$ cat src/hdl/swp_pkg.sv
package swp_pkg;

	localparam int unsigned SLOTS     = 16;
	localparam int unsigned OTP_WORDS = 16;

	// Register byte offsets
	localparam logic [11:0] OFF_CMD        = 12'h000;
	localparam logic [11:0] OFF_STATUS     = 12'h004;
	localparam logic [11:0] OFF_WDATA      = 12'h008;
	localparam logic [11:0] OFF_RDATA      = 12'h00c;
	localparam logic [11:0] OFF_LOCKS      = 12'h010;
	localparam logic [11:0] OFF_SHA_FIX    = 12'h014;
	localparam logic [11:0] OFF_SHA_DIE_LO = 12'h018;
	localparam logic [11:0] OFF_SHA_DIE_HI = 12'h01c;
	localparam logic [11:0] OFF_SLOT_BASE  = 12'h040;
	localparam logic [11:0] OFF_FIXED_BASE = 12'h080;
	localparam int unsigned FIXED_WORDS    = 4;
	localparam int unsigned FIXED_BYTES    = 13;

	// Lock and mode byte values
	localparam logic [7:0] UNLOCKED     = 8'h55;
	localparam logic [7:0] MODE_RO      = 8'haa;
	localparam logic [7:0] MODE_CONSUME = 8'h55;
	localparam logic [7:0] MODE_LEGACY  = 8'h00;

	// Reset values
	localparam logic [7:0]  DATA_LOCK_RST = 8'h55;
	localparam logic [7:0]  CFG_LOCK_RST  = 8'h55;
	localparam logic [7:0]  OTP_MODE_RST  = 8'haa;
	localparam logic [15:0] SLOT_CFG_RST  = 16'h0000;
	localparam logic [31:0] OTP_WORD_RST  = 32'hffff_ffff;

	// Slot configuration fields
	localparam int unsigned WP_HI      = 15;
	localparam int unsigned WP_LO      = 12;
	localparam int unsigned AUTH_HI    = 11;
	localparam int unsigned AUTH_LO    = 8;
	localparam int unsigned SECRET_BIT = 7;

	// Lock register fields
	localparam int unsigned LK_DATA_LO = 0;
	localparam int unsigned LK_CFG_LO  = 8;
	localparam int unsigned LK_MODE_LO = 16;

	// Status register fields
	localparam int unsigned ST_DONE   = 0;
	localparam int unsigned ST_ERR    = 1;
	localparam int unsigned ST_MAC    = 2;
	localparam int unsigned ST_PARENT = 3;
	localparam int unsigned ST_SELF   = 4;
	localparam int unsigned ST_AND    = 5;
	localparam int unsigned ST_BUSY   = 6;
	localparam int unsigned ST_SRC_LO = 8;

	localparam logic [3:0] LEGACY_MIN_WORD = 4'h2;

	typedef enum logic [2:0] {
		OP_DERIVE  = 3'b000,
		OP_WR_SLOT = 3'b001,
		OP_RD_SLOT = 3'b010,
		OP_WR_OTP  = 3'b011,
		OP_RD_OTP  = 3'b100
	} swp_op_t;

	typedef struct packed {
		logic       die_req;
		logic       mac_ok;
		logic       len32;
		logic [3:0] idx;
		swp_op_t    op;
	} swp_cmd_t;

	typedef struct packed {
		logic       err;
		logic       need_mac;
		logic       parent;
		logic       self_key;
		logic [3:0] src;
	} swp_verdict_t;

	typedef enum logic [0:0] {
		EV_IDLE = 1'b0,
		EV_EXEC = 1'b1
	} swp_ev_t;

endpackage : swp_pkg

$ cat src/hdl/swp_slot_policy.sv
`timescale 1ns/10ps
`default_nettype none
module swp_slot_policy (
	input  wire swp_pkg::swp_cmd_t  cmd,
	input  wire logic [15:0]        slot_cfg,
	input  wire logic               cfg_locked,
	input  wire logic               data_locked,
	output swp_pkg::swp_verdict_t   verdict
);
	logic [3:0] wp;
	logic [3:0] auth;
	logic       secret;

	// Bit 3 of wp is slot bit 15, bit 0 is slot bit 12
	assign wp     = slot_cfg[swp_pkg::WP_HI:swp_pkg::WP_LO];
	assign auth   = slot_cfg[swp_pkg::AUTH_HI:swp_pkg::AUTH_LO];
	assign secret = slot_cfg[swp_pkg::SECRET_BIT];

	always_comb begin
		verdict = '0;
		verdict.src = cmd.idx;
		case (cmd.op)
			swp_pkg::OP_DERIVE: begin
				// Derive view of the code, independent of the write view
				verdict.need_mac = wp[3];
				verdict.parent   = wp[0];
				verdict.src      = wp[0] ? auth : cmd.idx;
				verdict.err      = ~cfg_locked | ~wp[1] | (wp[3] & ~cmd.mac_ok);
			end
			swp_pkg::OP_WR_SLOT: begin
				if (!cfg_locked) begin
					verdict.err = 1'b1;
				end else if (!data_locked) begin
					verdict.err = 1'b0;
				end else if (wp[2]) begin
					verdict.need_mac = 1'b1;
					verdict.src      = auth;
					verdict.self_key = (auth == cmd.idx);
					verdict.err      = ~cmd.len32 | ~cmd.mac_ok;
				end else if (wp[3] || wp[1]) begin
					verdict.err = 1'b1;
				end else begin
					verdict.err = 1'b0;
				end
				if (secret && !cmd.len32) begin
					verdict.err = 1'b1;
				end
			end
			swp_pkg::OP_RD_SLOT: begin
				verdict.err = ~cfg_locked | ~data_locked | (secret & ~cmd.len32);
			end
			default: begin
				verdict.err = 1'b1;
			end
		endcase
	end
endmodule : swp_slot_policy
`default_nettype wire

$ cat src/hdl/swp_policy_top.sv
`timescale 1ns/10ps
`default_nettype none
// What this block does
// - Roll derive allowed; bit 15 demands MAC
// - Create derive uses parent key slot
// - Derive refused when policy bit 13 clear
// - Code 000 allows plain 4/32-byte writes
// - Never code refuses every write command once data is locked
// - Encrypt code needs MAC, refuses 4-byte writes once data is locked
// - Derive and write views decoded independently
// - Secret slots refuse any 4-byte access
// - Self-keyed encrypt write verified with current key
// - Config bytes 0-12 read-only, always readable
// - Serial bytes 0,1,8 always feed hash
// - Die bytes 2-7 feed hash on request
// - Four revision bytes freely readable
// - One-time zone closed until config locked
// - Before data lock: writes yes, reads no
// - Read-only mode: writes error, reads allowed
// - Consumption mode stores AND of old, new
// - Mode byte aa, 55, 00; others reserved
// - Legacy refuses words 0-1, 32-byte reads, writes
// - Policy in bits 15-12, key slot 11-8
// - Data lock byte 55 means unlocked
module swp_policy_top #(
	parameter logic [71:0] SERIAL   = 72'h99_8877_6655_4433_2211, // Arbitrary value
	parameter logic [31:0] REVISION = 32'h0a0b_0c0d                // Arbitrary value
) (
	input  wire logic        pclk,
	input  wire logic        presetn,
	input  wire logic        psel,
	input  wire logic        penable,
	input  wire logic        pwrite,
	input  wire logic [11:0] paddr,
	input  wire logic [31:0] pwdata,
	input  wire logic [3:0]  pstrb,
	output logic [31:0]      prdata,
	output logic             pready,
	output logic             pslverr,
	output logic [23:0]      sha_fixed_bits,
	output logic [47:0]      sha_die_bits,
	output logic             sha_die_en
);
	swp_pkg::swp_cmd_t     cmd_q;
	swp_pkg::swp_verdict_t slot_verdict;
	swp_pkg::swp_ev_t      ev_q;
	logic [15:0]           slot_cfg_q [swp_pkg::SLOTS];
	logic [31:0]           otp_q [swp_pkg::OTP_WORDS];
	logic [7:0]            data_lock_q;
	logic [7:0]            cfg_lock_q;
	logic [7:0]            otp_mode_q;
	logic [31:0]           wdata_q;
	logic [31:0]           rdata_q;
	logic [31:0]           status_q;
	logic [31:0]           prdata_q;
	logic [47:0]           die_q;
	logic                  die_en_q;
	logic                  cfg_locked;
	logic                  data_locked;
	logic                  setup;
	logic                  access;
	logic                  wr_fire;
	logic [31:0]           rd_val;
	logic                  rd_hit;
	logic                  wr_bad;
	logic                  is_slot;
	logic                  is_fixed;
	logic [3:0]            slot_sel;
	logic                  otp_err;
	logic                  otp_and;
	logic                  op_err;

	function automatic logic [31:0] merge(input logic [31:0] old, input logic [31:0] nw,
	                                      input logic [3:0] strb);
		logic [31:0] r;
		r = old;
		for (int i = 0; i < 4; i++) begin
			if (strb[i]) begin
				r[i*8 +: 8] = nw[i*8 +: 8];
			end
		end
		return r;
	endfunction : merge

	function automatic logic [7:0] serial_byte(input int unsigned n);
		return SERIAL[n*8 +: 8];
	endfunction : serial_byte

	// Bytes 0-3 serial, 4-7 revision, 8-12 serial; above byte 12 reads zero
	function automatic logic [7:0] fixed_byte(input int unsigned n);
		logic [7:0] b;
		b = 8'h00;
		if (n < 4) begin
			b = serial_byte(n);
		end else if (n < 8) begin
			b = REVISION[(n-4)*8 +: 8];
		end else if (n < swp_pkg::FIXED_BYTES) begin
			b = serial_byte(n - 4);
		end
		return b;
	endfunction : fixed_byte

	assign cfg_locked  = (cfg_lock_q != swp_pkg::UNLOCKED);
	assign data_locked = (data_lock_q != swp_pkg::UNLOCKED);

	assign setup    = psel & ~penable;
	assign access   = psel & penable;
	assign is_slot  = (paddr >= swp_pkg::OFF_SLOT_BASE) &&
	                  (paddr < swp_pkg::OFF_SLOT_BASE + 12'(swp_pkg::SLOTS * 4));
	assign is_fixed = (paddr >= swp_pkg::OFF_FIXED_BASE) &&
	                  (paddr < swp_pkg::OFF_FIXED_BASE + 12'(swp_pkg::FIXED_WORDS * 4));
	assign slot_sel = paddr[5:2];

	always_comb begin
		rd_val = 32'h0000_0000;
		rd_hit = 1'b1;
		if (is_slot) begin
			rd_val = {16'h0000, slot_cfg_q[slot_sel]};
		end else if (is_fixed) begin
			for (int i = 0; i < 4; i++) begin
				rd_val[i*8 +: 8] = fixed_byte(32'(paddr[3:2]) * 4 + 32'(i));
			end
		end else begin
			case (paddr)
				swp_pkg::OFF_CMD:        rd_val = 32'(cmd_q);
				swp_pkg::OFF_STATUS:     rd_val = status_q;
				swp_pkg::OFF_WDATA:      rd_val = wdata_q;
				swp_pkg::OFF_RDATA:      rd_val = rdata_q;
				swp_pkg::OFF_LOCKS:      rd_val = {8'h00, otp_mode_q, cfg_lock_q, data_lock_q};
				swp_pkg::OFF_SHA_FIX:    rd_val = {8'h00, sha_fixed_bits};
				swp_pkg::OFF_SHA_DIE_LO: rd_val = die_q[31:0];
				swp_pkg::OFF_SHA_DIE_HI: rd_val = {16'h0000, die_q[47:32]};
				default:                 rd_hit = 1'b0;
			endcase
		end
	end

	// Fixed bytes are never writable; config table only while config is open
	always_comb begin
		wr_bad = ~rd_hit;
		if (is_fixed) begin
			wr_bad = 1'b1;
		end else if (is_slot) begin
			wr_bad = cfg_locked;
		end else if (paddr == swp_pkg::OFF_STATUS || paddr == swp_pkg::OFF_RDATA ||
		             paddr == swp_pkg::OFF_SHA_FIX || paddr == swp_pkg::OFF_SHA_DIE_LO ||
		             paddr == swp_pkg::OFF_SHA_DIE_HI) begin
			wr_bad = 1'b1;
		end else if (paddr == swp_pkg::OFF_CMD) begin
			wr_bad = (ev_q != swp_pkg::EV_IDLE);
		end
	end

	assign pready  = 1'b1;
	assign pslverr = access & (pwrite ? wr_bad : ~rd_hit);
	assign wr_fire = access & pwrite & ~wr_bad;
	assign prdata  = prdata_q;

	// Read data is fetched in the setup cycle so it leaves a flop
	always_ff @(posedge pclk or negedge presetn) begin
		if (!presetn) begin
			prdata_q <= 32'h0000_0000;
		end else if (setup && !pwrite) begin
			prdata_q <= rd_hit ? rd_val : 32'h0000_0000;
		end
	end

	always_ff @(posedge pclk or negedge presetn) begin
		if (!presetn) begin
			for (int i = 0; i < swp_pkg::SLOTS; i++) begin
				slot_cfg_q[i] <= swp_pkg::SLOT_CFG_RST;
			end
		end else if (wr_fire && is_slot) begin
			slot_cfg_q[slot_sel] <= 16'(merge({16'h0000, slot_cfg_q[slot_sel]}, pwdata, pstrb));
		end
	end

	// A lock byte never returns to the open value once closed
	always_ff @(posedge pclk or negedge presetn) begin
		if (!presetn) begin
			data_lock_q <= swp_pkg::DATA_LOCK_RST;
			cfg_lock_q  <= swp_pkg::CFG_LOCK_RST;
			otp_mode_q  <= swp_pkg::OTP_MODE_RST;
		end else if (wr_fire && paddr == swp_pkg::OFF_LOCKS) begin
			if (pstrb[0] && !data_locked) begin
				data_lock_q <= pwdata[swp_pkg::LK_DATA_LO +: 8];
			end
			if (pstrb[1] && !cfg_locked) begin
				cfg_lock_q <= pwdata[swp_pkg::LK_CFG_LO +: 8];
			end
			if (pstrb[2] && !cfg_locked) begin
				otp_mode_q <= pwdata[swp_pkg::LK_MODE_LO +: 8];
			end
		end
	end

	always_ff @(posedge pclk or negedge presetn) begin
		if (!presetn) begin
			wdata_q <= 32'h0000_0000;
		end else if (wr_fire && paddr == swp_pkg::OFF_WDATA) begin
			wdata_q <= merge(wdata_q, pwdata, pstrb);
		end
	end

	// Command capture and one evaluation cycle
	always_ff @(posedge pclk or negedge presetn) begin
		if (!presetn) begin
			cmd_q <= '0;
			ev_q  <= swp_pkg::EV_IDLE;
		end else begin
			case (ev_q)
				swp_pkg::EV_IDLE: begin
					if (wr_fire && paddr == swp_pkg::OFF_CMD) begin
						cmd_q <= swp_pkg::swp_cmd_t'(pwdata[$bits(swp_pkg::swp_cmd_t)-1:0]);
						ev_q  <= swp_pkg::EV_EXEC;
					end
				end
				swp_pkg::EV_EXEC: ev_q <= swp_pkg::EV_IDLE;
				default:          ev_q <= swp_pkg::EV_IDLE;
			endcase
		end
	end

	swp_slot_policy u_slot_policy (
		.cmd         (cmd_q),
		.slot_cfg    (slot_cfg_q[cmd_q.idx]),
		.cfg_locked  (cfg_locked),
		.data_locked (data_locked),
		.verdict     (slot_verdict)
	);

	// One-time zone permissions by lock state and mode
	always_comb begin
		otp_err = 1'b1;
		otp_and = 1'b0;
		if (!cfg_locked) begin
			otp_err = 1'b1;
		end else if (!data_locked) begin
			otp_err = (cmd_q.op != swp_pkg::OP_WR_OTP);
		end else begin
			case (otp_mode_q)
				swp_pkg::MODE_RO: begin
					otp_err = (cmd_q.op == swp_pkg::OP_WR_OTP);
				end
				swp_pkg::MODE_CONSUME: begin
					otp_err = 1'b0;
					otp_and = (cmd_q.op == swp_pkg::OP_WR_OTP);
				end
				swp_pkg::MODE_LEGACY: begin
					otp_err = (cmd_q.op == swp_pkg::OP_WR_OTP) || cmd_q.len32 ||
					          (cmd_q.idx < swp_pkg::LEGACY_MIN_WORD);
				end
				default: otp_err = 1'b1;
			endcase
		end
	end

	assign op_err = (cmd_q.op == swp_pkg::OP_WR_OTP || cmd_q.op == swp_pkg::OP_RD_OTP) ?
	                otp_err : slot_verdict.err;

	// Refused commands leave storage alone; only status reports them
	always_ff @(posedge pclk or negedge presetn) begin
		if (!presetn) begin
			for (int i = 0; i < swp_pkg::OTP_WORDS; i++) begin
				otp_q[i] <= swp_pkg::OTP_WORD_RST;
			end
		end else if (ev_q == swp_pkg::EV_EXEC && !op_err && cmd_q.op == swp_pkg::OP_WR_OTP) begin
			otp_q[cmd_q.idx] <= otp_and ? (otp_q[cmd_q.idx] & wdata_q) : wdata_q;
		end
	end

	always_ff @(posedge pclk or negedge presetn) begin
		if (!presetn) begin
			rdata_q <= 32'h0000_0000;
		end else if (ev_q == swp_pkg::EV_EXEC && !op_err && cmd_q.op == swp_pkg::OP_RD_OTP) begin
			rdata_q <= otp_q[cmd_q.idx];
		end
	end

	always_ff @(posedge pclk or negedge presetn) begin
		if (!presetn) begin
			status_q <= 32'h0000_0000;
		end else if (ev_q == swp_pkg::EV_EXEC) begin
			status_q                              <= 32'h0000_0000;
			status_q[swp_pkg::ST_DONE]            <= 1'b1;
			status_q[swp_pkg::ST_ERR]             <= op_err;
			status_q[swp_pkg::ST_MAC]             <= slot_verdict.need_mac & ~op_err;
			status_q[swp_pkg::ST_PARENT]          <= slot_verdict.parent & ~op_err;
			status_q[swp_pkg::ST_SELF]            <= slot_verdict.self_key & ~op_err;
			status_q[swp_pkg::ST_AND]             <= otp_and & ~op_err;
			status_q[swp_pkg::ST_SRC_LO +: 4]     <= slot_verdict.src;
		end else if (wr_fire && paddr == swp_pkg::OFF_CMD) begin
			status_q                   <= 32'h0000_0000;
			status_q[swp_pkg::ST_BUSY] <= 1'b1;
		end
	end

	// Die bytes join the hash only for commands that ask for them
	always_ff @(posedge pclk or negedge presetn) begin
		if (!presetn) begin
			die_q    <= 48'h0000_0000_0000;
			die_en_q <= 1'b0;
		end else if (ev_q == swp_pkg::EV_EXEC) begin
			die_en_q <= cmd_q.die_req & ~op_err;
			die_q    <= (cmd_q.die_req && !op_err) ? SERIAL[63:16] : 48'h0000_0000_0000;
		end
	end

	assign sha_fixed_bits = {serial_byte(8), serial_byte(1), serial_byte(0)};
	assign sha_die_bits   = die_q;
	assign sha_die_en     = die_en_q;

endmodule : swp_policy_top
`default_nettype wire

$ cat config.mk
export PLATFORM = sky130hd
export DESIGN_NAME = swp_policy_top
export DESIGN_NICKNAME = d
export VERILOG_FILES = /design/src/hdl/swp_pkg.sv /design/src/hdl/swp_slot_policy.sv /design/src/hdl/swp_policy_top.sv
export SDC_FILE = /design/constraint.sdc
export NUM_CORES = 2
export LEC_CHECK = 0
export BUFFER_PORTS_ARGS = -buffer_cell sky130_fd_sc_hd__buf_2
export CORE_ASPECT_RATIO = 2
export CORE_MARGIN = 2
export CORE_UTILIZATION = 30
export CTS_CLUSTER_DIAMETER = 60
export CTS_CLUSTER_SIZE = 25
export DETAILED_ROUTE_END_ITERATION = 12
export PLACE_DENSITY = 0.45
export SETUP_SLACK_MARGIN = 0.15
export SLEW_MARGIN = 20
export SYNTH_ARGS = -nofsm -noshare
export SYNTH_HDL_FRONTEND = slang
export SYNTH_SLANG_ARGS = --single-unit
$ cat constraint.sdc
create_clock -name pclk -period 3.9 [get_ports pclk]
set_clock_uncertainty 0.1 [all_clocks]
set_input_delay 0.78 -clock pclk [delete_from_list [all_inputs] [get_ports pclk]]
set_output_delay 0.78 -clock pclk [all_outputs]
set_load 0.005 [all_outputs]
==> impl_metrics.ini <==
[grt]
grt_pass1_wl_um = 194000
grt_start_max_net_pins = 101
grt.total_usage_pct = 17.4
grt_pass1_vias = 27700
grt.overflow.total = 0
grt_antenna_before_repair = 3

[yosys]
ys_top_cells_by_count = 524 x dfstp_2, 472 x mux2_2, 387 x dfrtp_1
synth_mux_area_share_pct = 30.1
synth.most_common_cell = dfstp_2
netlist_area_um2 = 43700
yosysSeqAreaShare_pct = 53.7
synth_edf_count = 0
ys_async_sr_fraction_pct = 100
synth_area_leaders = dfstp_2 32%, dfrtp_1 22%, mux4_2 14%
syn_avg_cell_area_um2 = 13.9
ys_ff_latch = 911
synth-xor-area-share_pct = 0.0401
synth_simple_gate_area_share_pct = 5.44
synth_compound_area_share_pct = 6.32
synth_cell_types = 66
synth_top_area_share_pct = 31.5
synth_adder_area_share_pct = 0.200
yosys_most_used_dff = dfstp_2
postSynthCellCount = 3137
synth_top_family_by_area = multiplexers
yosysTopAreaCell = dfstp_2
ys_warn_count = 0

[floorplanning]
core_area_um2 = 145000
rows = 198
die_h_um = 544
start_util_pct = 30.1
die_x_um = 274
dieArea_um2 = 149000
io_pins = 160

[layout]
final_area_um2 = 49000
regArea_um2 = 23500
final_nets = 3240
syn2layout_area_growth_pct = 12.1
fill_cells = 14200
multi_input_area_um2 = 18700
drive_gt1_share_pct = 51.9

[drt]
via_count = 26400
via_per_inst = 5.14
drc = 0
drt_iter0_drc = 1783
first_pass_iters = 5
wl_per_cell_um = 25.1
wirelength_um = 129000
ant_nets = 0

[place]
io_buffers = 108
dpl-instance-area_um2 = 46900
finalWeightedCongestion = 0.844
dp_hpwl_um = 81900

[clock_tree]
clock_sinks = 911
tritoncts = done
cts.clk_slew.worst_paths_ps = 90
htreeDepth = 2
worstSkewPairLatency_ps = 700
cts_root_buf = clkbuf_16
cts_made_buffers = 57
clk_path_buf_depth = 3

[pwr]
leakage_nw = 20.2
ir_worst_vdd_mv = 0.337
cellPowerDensity_nw_per_um2 = 348

[setup_path]
cpMostUsedCell = buf_12
cp_max_fo = 19
cp-start-kind = flip-flop
cp.required_ps = 4400
critPathArrivalTime_ps = 4120
slowest_delay_ps = 570
critical_path_class = reg -> reg
cp_slowest_cell = mux4_2
end_kind = flip-flop
path_cells = buf_12 > mux4_2 > nand2_1 > and4_1 > a311oi_1 > o41a_2 > buf_12 > nor3_4 > buf_4 > mux2_2
cp_num_buf_inv = 3
ff2ff_setup_slack_ps = 270
cpLargestDelayFamily = multiplexers
cp-startpoint = cmd_q[3]
r2r-start = cmd_q[3]

[timing]
slew_violations = 0
hold_viol = 0
relSlewSlack_pct = 50.2
worstMarginPinSlew_ps = 747
finalCritPeriodShare_pct = 93.0
finalCriticalPeriod_ps = 3630
finalSetupViolations = 0
fmax_ghz = 0.276
finalSetupTns_ps = 0
rsz0062_at_grt = no

[hold_path]
hold_class = in -> reg
min_from = pwdata[28]

[job]
max-cap-violations = 0

[status]
status = finished, final reports clean
placed cells by master, fill, tap and decap left out, types with 47 or more instances in the layout:
cell       netlist  routed
o21ai_0        281     279
conb_1           2      51
dfrtp_1        387     384
mux4_2         274     274
buf_2           48     105
nand2_1        350     350
clkbuf_16        0      60
dfstp_2        524     524
buf_12           0      47
buf_4           75     118
mux2_1         118     118
mux2_2         472     472
per-stage QoR:
step	power [mW]	hold WS (ps)	utilization [%]	instances	setup slack (ps)
3_3_place_gp	10.3	356	32.4	5019	279
3_5_place_dp	10.3	362	32.4	5019	243
4_1_cts	17.3	168	33.8	5126	165
2_1_floorplan	9.87	342	-	3186	179
5_1_grt	17.7	187	33.8	5128	163
6_report	17.0	216	33.8	5128	273
kinds of logic after synthesis:
| kind of cell | count (synthesis) |
|---|---|
| simple gates | 516 |
| compound gates | 458 |
| other cells | 2 |
| fa+ha+maj | 7 |
| mux | 896 |
| buf+inv | 345 |
| xor+xnor | 2 |
| flops | 911 |
routing by layer:
layer / wire length, µm / vias up / GRT usage, %
li1: - / 11500 / -
met1: 58300 / 14200 / 24.2
met2: 63100 / 504 / 29.2
met3: 4100 / 131 / 1.61
met4: 3220 / 0 / 4.45
met5: 0 / - / 0
timing repair:
action / CTS / global route
pin swaps: 0 / 2
endpoints found under the setup margin: 1 / 15
buffers inserted: 0 / 1
gates resized for setup: 4 / 3
hold buffers: 1 / 0
hold endpoints to repair: 19 / 0
where the power goes:
part	switching, mW	leakage, nW	internal [mW]	total (mW)
Combinational	0.416	8.44	0.159	0.576
Clock	3.76	0.990	3.21	6.96
Sequential	0.0167	10.7	9.49	9.51
Total	4.19	20.2	12.9	17.0
cell type report:
cell class	count	area share (%)
flip-flops and latches	911	47.9
multi-input cells	1930	38.1
repair buffers	272	4.86
well taps	1900	4.86
clock buffers	68	3.15
clock inverters	38	0.994
inverters	8	0.0639
diodes	1	0.00511
state kept, by name, indices dropped and copies added (netlist names):
name	count
prdata	32
status_q	11
wdata_q	32
sha_die_bits	1
otp_q	512
otp_mode_q	8
rdata_q	32
ev_q	1
cfg_lock_q	8
cmd_q	10
slot_cfg_q	256
data_lock_q	8
path summary, 6_finish.rpt:
path,depth (start not counted),to
min in group asynchronous,2,slot_cfg_q[148]
setup / recovery,10,otp_q[3]
hold reg to reg,1,data_lock_q[2]
max in group asynchronous,3,otp_q[379]
hold / removal,2,wdata_q[28]
setup reg to reg,10,otp_q[3]
Power figures use the tool's default switching activity.
